`config.mk`:
```
export PLATFORM = sky130hd
export DESIGN_NAME = tbp_host
export DESIGN_NICKNAME = d
export VERILOG_FILES = /design/src/tbp_pkg.sv /design/src/tbp_fwt.sv /design/src/tbp_host.sv /design/src/tbp_pcb_dec.sv
export SDC_FILE = /design/constraint.sdc
export NUM_CORES = 1
export LEC_CHECK = 0
export BUFFER_PORTS_ARGS = -buffer_cell sky130_fd_sc_hd__buf_4
export CAP_MARGIN = 20
export CORE_ASPECT_RATIO = 1.4
export CORE_MARGIN = 1
export CORE_UTILIZATION = 40
export CTS_CLUSTER_SIZE = 12
export DETAILED_ROUTE_END_ITERATION = 10
export SETUP_SLACK_MARGIN = 0.3
export SYNTH_ARGS = -nofsm -noshare
export SYNTH_HDL_FRONTEND = slang
export SYNTH_SLANG_ARGS = --single-unit
```
`constraint.sdc`:
```
create_clock -name clk_sys -period 5.8 [get_ports clk_sys]
set_input_delay 1.74 -clock clk_sys [delete_from_list [all_inputs] [get_ports clk_sys]]
set_output_delay 1.74 -clock clk_sys [all_outputs]
set_load 0.01 [all_outputs]
```
`src/tbp_pkg.sv`:
```
// constants and types for the block protocol controller on the reader side
package tbp_pkg;

  // ----------------------------------------------------------------
  // timing
  // ----------------------------------------------------------------
  localparam int unsigned CLK_NS      = 20;
  localparam int unsigned FWT_BASE_NS = 302_000;
  localparam int unsigned FWI_DEFAULT = 4;
  localparam int unsigned FWT_CYC     = (FWT_BASE_NS << FWI_DEFAULT) / CLK_NS;

  // ----------------------------------------------------------------
  // frame sizes
  // ----------------------------------------------------------------
  localparam int unsigned LEN_W         = 9;
  localparam int unsigned FRAME_MAX     = 256;
  localparam int unsigned FRAME_OVH     = 3;
  localparam int unsigned CHAIN_MIN     = 64;
  localparam int unsigned INF_MAX       = FRAME_MAX - FRAME_OVH;
  localparam int unsigned CHAIN_INF_MIN = CHAIN_MIN - FRAME_OVH;
  localparam logic [1:0]  RETRY_MAX     = 2'h3;

  // ----------------------------------------------------------------
  // protocol control byte
  // ----------------------------------------------------------------
  localparam logic [7:0] PCB_I         = 8'h02;
  localparam logic [7:0] PCB_R_ACK     = 8'hA2;
  localparam logic [7:0] PCB_R_NAK     = 8'hB2;
  localparam logic [7:0] PCB_S_DSEL    = 8'hC2;
  localparam logic [7:0] PCB_TYPE_MASK = 8'hEE;
  localparam int unsigned PCB_BN_POS    = 0;
  localparam int unsigned PCB_CID_POS   = 3;
  localparam int unsigned PCB_CHAIN_POS = 4;
  localparam int unsigned PCB_NAK_POS   = 4;

  // ----------------------------------------------------------------
  // types
  // ----------------------------------------------------------------
  typedef enum logic [2:0] {
    S_IDLE = 3'b000,
    S_PCB  = 3'b001,
    S_INF  = 3'b010,
    S_WAIT = 3'b011,
    S_RECV = 3'b100,
    S_EVAL = 3'b101
  } tbp_state_t;

  typedef enum logic [1:0] {
    TX_I    = 2'b00,
    TX_ACK  = 2'b01,
    TX_NAK  = 2'b10,
    TX_DSEL = 2'b11
  } tbp_txk_t;

  typedef struct packed {
    logic             dsel;
    logic             chain;
    logic [LEN_W-1:0] len;
  } tbp_cmd_t;

  typedef struct packed {
    logic refused;
    logic gave_up;
    logic deselected;
    logic more;
    logic ok;
  } tbp_res_t;

  typedef struct packed {
    logic is_i;
    logic is_ack;
    logic is_nak;
    logic is_dsel;
    logic chain;
    logic bn;
    logic legal;
  } tbp_pcb_t;

endpackage

```
`src/tbp_fwt.sv`:
```
// frame waiting timeout counter
`timescale 1ns/1ps
module tbp_fwt #(
  parameter int unsigned CYCLES = 16
) (
  input  logic clk_sys,  // system clock
  input  logic srst,     // synchronous reset
  input  logic run,      // count while waiting for an answer
  output logic expired   // level, high once the wait is used up
);

  localparam int unsigned CW = $clog2(CYCLES + 1);
  localparam logic [CW-1:0] LIMIT = CW'(CYCLES - 1);

  logic [CW-1:0] cnt;

  always_ff @(posedge clk_sys) begin
    if (srst || !run) begin
      cnt     <= '0;
      expired <= 1'b0;
    end else if (cnt == LIMIT) begin
      expired <= 1'b1;
    end else begin
      cnt <= cnt + CW'(1);
    end
  end

endmodule

```
`src/tbp_host.sv`:
```
// reader-side block protocol engine: sends I, R and S blocks, tracks block number
// Behaviour
// - every block is an information, receipt (ACK/NAK) or supervisory block
// - no card identifier or node address byte in any frame
// - chaining both ways; each divided frame is at least 64 bytes
// - reader block number goes to 0 at every activation
// - reader toggles its number on I or ACK carrying its own number
// - reader always sends the first block; tag only responds
// - chained I block is answered with an ACK receipt block
// - illegal block or timeout gives NAK, except tag chaining or deselect
// - illegal block or timeout during tag chaining gives ACK
// - ACK with number unlike the reader's: resend last I block
// - ACK with the reader's number: go on with next chained block
// - failed DESELECT answer: repeat DESELECT or give up on the tag
// - data field at most 256 bytes including control byte and CRC
`timescale 1ns/1ps
module tbp_host
  import tbp_pkg::*;
#(
  parameter int unsigned FWT_CYCLES = FWT_CYC
) (
  input  logic       clk_sys,        // 50 MHz system clock
  input  logic       srst,           // synchronous reset, active high
  input  logic       activate,       // pulse: tag has just been activated
  output logic       active,         // tag currently addressed
  output logic       bn,             // reader block number
  input  logic       cmd_valid,      // command offered
  input  tbp_cmd_t   cmd,            // command: deselect or I block
  output logic       cmd_ready,      // command can be taken
  output logic       done_valid,     // pulse: exchange finished
  output tbp_res_t   done_res,       // outcome of the exchange
  input  logic       user_tx_valid,  // payload byte offered
  input  logic [7:0] user_tx_data,   // payload byte
  output logic       user_tx_ready,  // payload byte taken this cycle
  output logic       user_rewind,    // pulse: replay current payload from start
  output logic       user_rx_valid,  // pulse: received payload byte
  output logic [7:0] user_rx_data,   // received payload byte
  output logic       user_rx_last,   // last payload byte of the block
  output logic       link_tx_valid,  // byte to tag valid
  output logic [7:0] link_tx_data,   // byte to tag
  output logic       link_tx_last,   // last byte of frame
  input  logic       link_tx_ready,  // framer takes byte
  input  logic       link_rx_valid,  // byte from tag
  input  logic [7:0] link_rx_data,   // byte from tag
  input  logic       link_rx_last,   // last byte of frame
  input  logic       link_rx_err     // frame error such as CRC, with last
);

  // ----------------------------------------------------------------
  // state
  // ----------------------------------------------------------------
  tbp_state_t       state;
  tbp_txk_t         tx_kind;
  logic             cur_chain;
  logic [LEN_W-1:0] cur_len;
  logic [LEN_W-1:0] tx_cnt;
  logic [LEN_W-1:0] rx_cnt;
  logic [7:0]       rx_pcb;
  logic             rx_bad;
  logic             tag_chain;
  logic             i_open;
  logic [1:0]       err_tries;
  logic [1:0]       dsel_tries;
  logic             tx_is_pcb;
  tbp_pcb_t         dec;
  logic             fwt_exp;

  tbp_pcb_dec u_dec (
    .pcb  (rx_pcb),
    .info (dec)
  );

  tbp_fwt #(.CYCLES(FWT_CYCLES)) u_fwt (
    .clk_sys (clk_sys),
    .srst    (srst),
    .run     (state == S_WAIT),
    .expired (fwt_exp)
  );

  // ----------------------------------------------------------------
  // decode
  // ----------------------------------------------------------------
  wire slot_free  = !link_tx_valid || link_tx_ready;
  wire take_cmd   = cmd_valid && cmd_ready;
  wire take_byte  = user_tx_valid && user_tx_ready;
  wire len_bad    = !cmd.dsel && ((cmd.chain && cmd.len < LEN_W'(CHAIN_INF_MIN))
                    || cmd.len > LEN_W'(INF_MAX));
  wire sent_dsel  = tx_kind == TX_DSEL;
  wire in_eval    = state == S_EVAL;
  wire rx_ok      = !rx_bad && dec.legal;
  wire bn_eq      = dec.bn == bn;
  wire ev_dsel_ok = rx_ok && dec.is_dsel;
  wire ev_i       = rx_ok && dec.is_i && bn_eq && !(i_open && cur_chain);
  wire ev_more    = rx_ok && dec.is_ack && bn_eq && i_open && cur_chain;
  wire ev_retx    = rx_ok && dec.is_ack && !bn_eq && i_open;
  wire ev_bad     = !(ev_i || ev_more || ev_retx);
  wire retry_out  = err_tries == RETRY_MAX;
  wire inf_last   = tx_cnt + LEN_W'(1) == cur_len;
  wire rx_ovf     = rx_cnt == LEN_W'(INF_MAX);
  wire pcb_last   = tx_kind != TX_I || cur_len == '0;

  logic [7:0] tx_pcb;
  always_comb begin
    case (tx_kind)
      TX_I:    tx_pcb = PCB_I | {3'h0, cur_chain, 3'h0, bn};
      TX_ACK:  tx_pcb = PCB_R_ACK | {7'h00, bn};
      TX_NAK:  tx_pcb = PCB_R_NAK | {7'h00, bn};
      default: tx_pcb = PCB_S_DSEL;
    endcase
  end

  // ----------------------------------------------------------------
  // link transmit and payload handshake
  // ----------------------------------------------------------------
  always_ff @(posedge clk_sys) begin
    if (srst || activate) begin
      link_tx_valid <= 1'b0;
      link_tx_data  <= 8'h00;
      link_tx_last  <= 1'b0;
      tx_is_pcb     <= 1'b0;
      user_tx_ready <= 1'b0;
    end else begin
      user_tx_ready <= state == S_INF && !take_byte && slot_free;
      if (state == S_PCB && slot_free) begin
        link_tx_valid <= 1'b1;
        link_tx_data  <= tx_pcb;
        link_tx_last  <= pcb_last;
        tx_is_pcb     <= 1'b1;
      end else if (take_byte) begin
        link_tx_valid <= 1'b1;
        link_tx_data  <= user_tx_data;
        link_tx_last  <= inf_last;
        tx_is_pcb     <= 1'b0;
      end else if (link_tx_ready) begin
        link_tx_valid <= 1'b0;
      end
    end
  end

  // ----------------------------------------------------------------
  // receive path
  // ----------------------------------------------------------------
  always_ff @(posedge clk_sys) begin
    if (srst) begin
      user_rx_valid <= 1'b0;
      user_rx_data  <= 8'h00;
      user_rx_last  <= 1'b0;
    end else begin
      user_rx_valid <= state == S_RECV && link_rx_valid && dec.is_i && !rx_ovf;
      user_rx_data  <= link_rx_data;
      user_rx_last  <= link_rx_last;
    end
  end

  // ----------------------------------------------------------------
  // protocol sequencer
  // ----------------------------------------------------------------
  always_ff @(posedge clk_sys) begin
    if (srst) begin
      state      <= S_IDLE;
      active     <= 1'b0;
      bn         <= 1'b0;
      tx_kind    <= TX_I;
      cur_chain  <= 1'b0;
      cur_len    <= '0;
      tx_cnt     <= '0;
      rx_cnt     <= '0;
      rx_pcb     <= 8'h00;
      rx_bad     <= 1'b0;
      tag_chain  <= 1'b0;
      i_open     <= 1'b0;
      err_tries  <= '0;
      dsel_tries <= '0;
      cmd_ready  <= 1'b0;
      done_valid <= 1'b0;
      done_res   <= '0;
      user_rewind <= 1'b0;
    end else if (activate) begin
      state     <= S_IDLE;
      active    <= 1'b1;
      bn        <= 1'b0;
      tag_chain <= 1'b0;
      i_open    <= 1'b0;
      err_tries <= '0;
      cmd_ready <= 1'b1;
      done_valid <= 1'b0;
      user_rewind <= 1'b0;
    end else begin
      done_valid  <= 1'b0;
      user_rewind <= 1'b0;
      cmd_ready   <= 1'b0;
      case (state)
        S_IDLE: begin
          cmd_ready <= active && !take_cmd;
          if (take_cmd) begin
            cur_chain  <= cmd.chain;
            cur_len    <= cmd.len;
            dsel_tries <= '0;
            err_tries  <= '0;
            tx_kind    <= cmd.dsel ? TX_DSEL : TX_I;
            if (len_bad) begin
              done_valid <= 1'b1;
              done_res   <= '{refused: 1'b1, default: 1'b0};
              cmd_ready  <= 1'b1;
            end else begin
              state <= S_PCB;
            end
          end
        end
        S_PCB: begin
          if (slot_free) begin
            tx_cnt <= '0;
            if (tx_kind == TX_I) begin
              i_open <= 1'b1;
            end
            state <= pcb_last ? S_WAIT : S_INF;
          end
        end
        S_INF: begin
          if (take_byte) begin
            tx_cnt <= tx_cnt + LEN_W'(1);
            if (inf_last) begin
              state <= S_WAIT;
            end
          end
        end
        S_WAIT: begin
          rx_cnt <= '0;
          if (link_rx_valid) begin
            rx_pcb <= link_rx_data;
            rx_bad <= link_rx_last && link_rx_err;
            state  <= link_rx_last ? S_EVAL : S_RECV;
          end else if (fwt_exp) begin
            rx_bad <= 1'b1;
            state  <= S_EVAL;
          end
        end
        S_RECV: begin
          if (link_rx_valid) begin
            rx_cnt <= rx_cnt + LEN_W'(1);
            if (rx_ovf || (link_rx_last && link_rx_err)) begin
              rx_bad <= 1'b1;
            end
            if (link_rx_last) begin
              state <= S_EVAL;
            end
          end
        end
        S_EVAL: begin
          state <= S_PCB;
          if (sent_dsel) begin
            if (ev_dsel_ok) begin
              active     <= 1'b0;
              done_valid <= 1'b1;
              done_res   <= '{deselected: 1'b1, default: 1'b0};
              state      <= S_IDLE;
            end else if (dsel_tries == RETRY_MAX) begin
              active     <= 1'b0;
              done_valid <= 1'b1;
              done_res   <= '{gave_up: 1'b1, default: 1'b0};
              state      <= S_IDLE;
            end else begin
              dsel_tries <= dsel_tries + 2'h1;
            end
          end else if (ev_i) begin
            bn        <= ~bn;
            err_tries <= '0;
            i_open    <= 1'b0;
            tag_chain <= dec.chain;
            if (dec.chain) begin
              tx_kind <= TX_ACK;
            end else begin
              done_valid <= 1'b1;
              done_res   <= '{ok: 1'b1, default: 1'b0};
              cmd_ready  <= 1'b1;
              state      <= S_IDLE;
            end
          end else if (ev_more) begin
            bn         <= ~bn;
            i_open     <= 1'b0;
            err_tries  <= '0;
            done_valid <= 1'b1;
            done_res   <= '{more: 1'b1, default: 1'b0};
            cmd_ready  <= 1'b1;
            state      <= S_IDLE;
          end else if (retry_out) begin
            active     <= 1'b0;
            done_valid <= 1'b1;
            done_res   <= '{gave_up: 1'b1, default: 1'b0};
            state      <= S_IDLE;
          end else if (ev_retx) begin
            err_tries   <= err_tries + 2'h1;
            tx_kind     <= TX_I;
            user_rewind <= 1'b1;
          end else begin
            err_tries <= err_tries + 2'h1;
            tx_kind   <= tag_chain ? TX_ACK : TX_NAK;
          end
        end
        default: state <= S_IDLE;
      endcase
    end
  end
endmodule

```
`src/tbp_pcb_dec.sv`:
```
// classifies a received protocol control byte
`timescale 1ns/1ps
module tbp_pcb_dec
  import tbp_pkg::*;
(
  input  logic [7:0] pcb,   // received control byte
  output tbp_pcb_t   info   // decoded block type and fields
);

  wire i_blk   = (pcb & PCB_TYPE_MASK) == PCB_I;
  wire r_blk   = (pcb & PCB_TYPE_MASK) == PCB_R_ACK;
  wire s_dsel  = pcb == PCB_S_DSEL;

  assign info.is_i    = i_blk;
  assign info.is_ack  = r_blk & ~pcb[PCB_NAK_POS];
  assign info.is_nak  = r_blk & pcb[PCB_NAK_POS];
  assign info.is_dsel = s_dsel;
  assign info.chain   = i_blk & pcb[PCB_CHAIN_POS];
  assign info.bn      = pcb[PCB_BN_POS];
  // identifier bit set, or any other type such as wait extension, is illegal
  assign info.legal   = (i_blk | r_blk | s_dsel) & ~pcb[PCB_CID_POS];

endmodule

```
Word-level counts from Yosys, hierarchy flattened:

Index checks and enable logic that the tools add are counted.

* register bits after elaboration: 98

* eq/ne operators: 43
* add/subtract/negate cells: 5
* magnitude comparators: 2
* reduce and logical (&&, ||, !) cells: 68
* mux-type cells: 101
* bitwise operators: 11

Operator list (number)
* 1-bit 2-to-1 mux: 47
* 5-bit 2-to-1 mux: 9
* 9-bit case mux with 2 select lines: 2
* 2-bit 2-to-1 mux: 17
* 3-bit 2-to-1 mux: 11
* 9-bit 2-to-1 mux: 3
* 1-bit logical AND: 24
* 2-bit != test (second input constant): 12
* 8-bit case mux with 3 select lines: 1
* 18-bit by 1-bit adder with 18-bit output (second input constant): 1
* 9-bit by 1-bit adder with 9-bit output (second input constant): 2
* 18-bit equality test (second input constant): 1
* 3-bit != test (second input constant): 6
* 3-bit case mux with 6 select lines: 1
* 8-bit 2-to-1 mux: 2
* 2-bit nonzero test: 8
* 3-bit AND reduction: 5
* 5-bit AND reduction: 3
* 7-bit AND reduction: 2
* 2-bit case mux with 2 select lines: 3
* 5-bit case mux with 2 select lines: 1
* 9-bit by 8-bit equality test with 1-bit output (second input constant): 1
* 9-bit equality test: 1
* 9-bit by 8-bit > comparator with 1-bit output (second input constant): 1
* other kinds (31): 66

Depth between registers and ports, before layout:

* word-level depth: 14
* depth in mapped cells: 8

Modules after synthesis:

Synthesis repeated with hierarchy kept, for this count alone.

* cell total of the unflattened synthesis: 563
* area, all modules: 4833.4 sq um

Modules (own cells, without submodules)
* tbp_host: area each 3838.7 sq um, times used 1, cells an instance 448
* tbp_fwt: area each 879.6 sq um, times used 1, cells an instance 100
* tbp_pcb_dec: area each 115.1 sq um, times used 1, cells an instance 15

Worst setup path after synthesis:

Ideal clock, no wire load.

* kind: input-to-reg
* start point: input link_tx_ready
* end point: register tx_cnt[7]
* path slack: 2.554 ns
* stages: 5
* arrival time: 3.175 ns
* required time: 5.730 ns
* path through: nor2b_1 > or3b_1 > a211o_1 > or4_1 > a21oi_1

* cells in the longest elaborated chain, start to end: 3

Ends and longest elaborated chain
* from (decl): line tbp_host.sv:42 `input logic link_tx_ready,`
* 1-bit logical OR: line tbp_host.sv:83 `wire slot_free = !link_tx_valid || link_tx_ready;`
* 2-bit != test (no source line)
* 4-bit AND reduction (no source line)
* to (signal assigned): line tbp_host.sv:221 `tx_cnt <= tx_cnt + LEN_W'(1);`
* to (decl): line tbp_host.sv:56 `logic [LEN_W-1:0] tx_cnt;`

Every way passes these cells.
A chain may end at the register's enable or synchronous reset.

Worst setup path after layout:

Ends and elaborated chain as after synthesis.

==> summary.txt <==
Io pins: 67
Clk pin slew, worst setup/hold paths: 0.07 ns
Total GRT Usage: 0.195
P_leak: 2.14 nW
CTS tree: built
Commonest register cell after synthesis: dfxtp_1
Drt wl/cell: 14.9 um
Via density: 5.45
Critical path class: input port to flip-flop
Peak supply drop: 116 uV
Register area share after synthesis: 0.406
Yosys reg bits: 98
Ys async rst share: 0
DRT iter0 DRCs: 230
Syn nets: 608
Post-synth EDFFs: 0
Worst-margin pin slew: 0.782 ns
Worst Path Max Fanout: 13
Post-CTS Setup Inserts: 0
Top cells by count, synth: dfxtp_1, nor2_1, nand2_1
Max-cap violation count: 0
CTS Buf Count: 9
Reg area: 1960 um^2
Final wirelength: 11400 um
Crit. End Element: flip-flop
WP data arrival: 3.57 ns
Achievable Freq: 0.304 GHz
Distinct cell type count after synthesis: 65
Synth Instances: 562
Number of global-route vias before repair: 4096
Area leader, netlist: dfxtp_1
Final worst slack: 2.51 ns
Die footprint: 12500 um^2
Clk pwr share: 0.485
Slew Limit Fails: 0
Final worst-path cycle share: 0.568
Number of nets in the layout: 660
Initial DRT Pass Iterations: 4
Clock skew: 0.00888 ns
Largest net degree at the start of global routing: 56
Relative slew slack: 0.478
I/O Buffers: 66
Multi-input gate area: 2680 um^2
DIE HEIGHT: 132 um
Synth top area share: 0.406
Fill cell count: 1135
First-pass GRT wire length: 19500 um
Clk Latency, worst-skew pair: 0.34 ns
ANT nets after route: 0
Area Overhead vs Synth: 18.6%
Total global routing overflow: 0
Run status: finished, final reports clean
Clk root buf: clkbuf_16
Synth area leaders: dfxtp_1, nor2_1, a21oi_1, mux2i_1, nand2_1
RSZ-0062 raised after global routing: false
Hold Path Class: flip-flop to flip-flop
Slowest stage delay, CP: 0.57 ns
Seq pwr share: 0.458
DIE WIDTH: 94.9 um
Switching share of power: 0.203
Cell area after synthesis: 4830 um^2
Setup TNS: 0 ns
Post-synthesis average cell area: 8.59 um^2
Setup-failing EPs final: 0
Max Root-Sink Buffers: 2
DRC: 0
Critical Path RT: 6.07 ns
CP startpoint kind: input port
Hold Buf Count CTS: 0
Placement Setup Slack: 2.16 ns
Pwr dens: 263 nW/um^2
Comb power frac: 0.058
Post_cts resized: 0
Most common cell in the netlist: dfxtp_1
Fin cells: 766
P_int: 1.20 mW
Share of cells above drive strength 1: 0.173
Post-DP HPWL: 8400 um
Crit-path slowest cell: or3b_1
Tmin final: 3.29 ns
Endpoints failing hold: 0
Core ar.: 11800 um^2
Rows: 47
Cells along the critical path: buf_4 -> nor2b_1 -> or3b_1 -> a211o_1 -> or4_1 -> a21oi_1
YS warnings: 0
NetSw: 0.306 mW
CTS H-tree lvls: 3
Initial core utilization: 0.409
Routability cong.: 0.836
Antenna violations before repair: 0
Inst Count DP: 750
Clk sink count: 98
Vias: 4172
N_diodes: 0
## power by group through the flow
stage / Combinational (mW) / Sequential, mW / Clock [mW]
finish: 0.0865 / 0.689 / 0.729
global route: 0.0949 / 0.690 / 0.772
CTS: 0.0874 / 0.689 / 0.746
detailed placement: 0.0869 / 0.704 / 0
global placement: 0.0856 / 0.704 / 0
floorplan: 0.0458 / 0.705 / 0
## path summary, 6_finish.rpt
path	cells past startpoint	slack [ns]	to	start
hold reg to reg	2	0.48	done_res[4]$_SDFFE_PP0P_	done_res[4]$_SDFFE_PP0P_
setup / recovery	6	2.51	tx_cnt[7]$_SDFFE_PP0P_	link_tx_ready
setup reg to reg	5	3.25	tx_cnt[7]$_SDFFE_PP0P_	state[0]$_SDFFE_PP0P_
hold / removal	2	0.48	done_res[4]$_SDFFE_PP0P_	done_res[4]$_SDFFE_PP0P_
## sequential cells by signal, summed over array words and instances (netlist names), 2 cells and up
register / cells
cur_len: 9
user_rx_data: 8
state: 3
tx_cnt: 9
link_tx_data: 8
dsel_tries: 2
err_tries: 2
tx_kind: 2
rx_cnt: 9
done_res: 5
u_fwt.cnt: 18
rx_pcb: 8
## cells in the final DEF, fill, tap and decap left out, types with 5 or more instances in the layout
master / instances
buf_4: 66
ha_1: 10
inv_1: 11
nand4_1: 15
or3b_2: 5
a211oi_1: 5
nor3b_1: 5
xor2_1: 21
nand3_1: 24
a311oi_1: 6
xnor2_1: 13
or3_1: 9
nor3_1: 14
o21ai_0: 24
nor2_1: 75
a21oi_1: 38
mux2i_1: 19
dfxtp_1: 98
clkbuf_16: 9
nand2_1: 50
o31ai_1: 5
and3_1: 10
or2_2: 5
nor2b_1: 17
## logic make-up after synthesis
family / count (synthesis) / share of synthesized area
flops: 98 / 0.406
mux: 20 / 0.0417
compound gates: 105 / 0.141
fa+ha+maj: 10 / 0.0259
simple gates: 259 / 0.284
xor+xnor: 34 / 0.0617
buf+inv: 36 / 0.0391
## metrics by stage
stage          power, mW  cell area (um^2)  utilization  hold slack (ns)
5_1_grt             1.56              5730        0.485            0.508
4_1_cts             1.52              5730        0.485            0.487
2_1_floorplan      0.750              4830            -            0.426
3_3_place_gp       0.790              5360        0.454            0.461
6_report            1.50              5730        0.485            0.483
3_5_place_dp       0.791              5360        0.454            0.470
## final cells by class
| cell class | count | share of cell area |
|---|---|---|
| tap | 147 | 0.0321 |
| multi-input combinational | 428 | 0.468 |
| clock buffer | 11 | 0.0424 |
| timing repair buffer | 66 | 0.0865 |
| clock inverter | 5 | 0.0218 |
| sequential | 98 | 0.342 |
| inverter | 11 | 0.00721 |
## critical path, delay by kind of cell
family | cells | cell delay [ns]
AOI/OAI and AO/OA | 2 | 0.59
and+or+nand+nor | 3 | 1.16
buffers and inverters | 1 | 0.08
## per-layer routing
layer  share of wire  wire (um)  GRT usage
met5               0          0          0
met2            0.51       5810      0.329
met4           0.020        223     0.0791
met3           0.038        430     0.0415
met1            0.43       4940      0.235
Power figures use the tool's default switching activity.
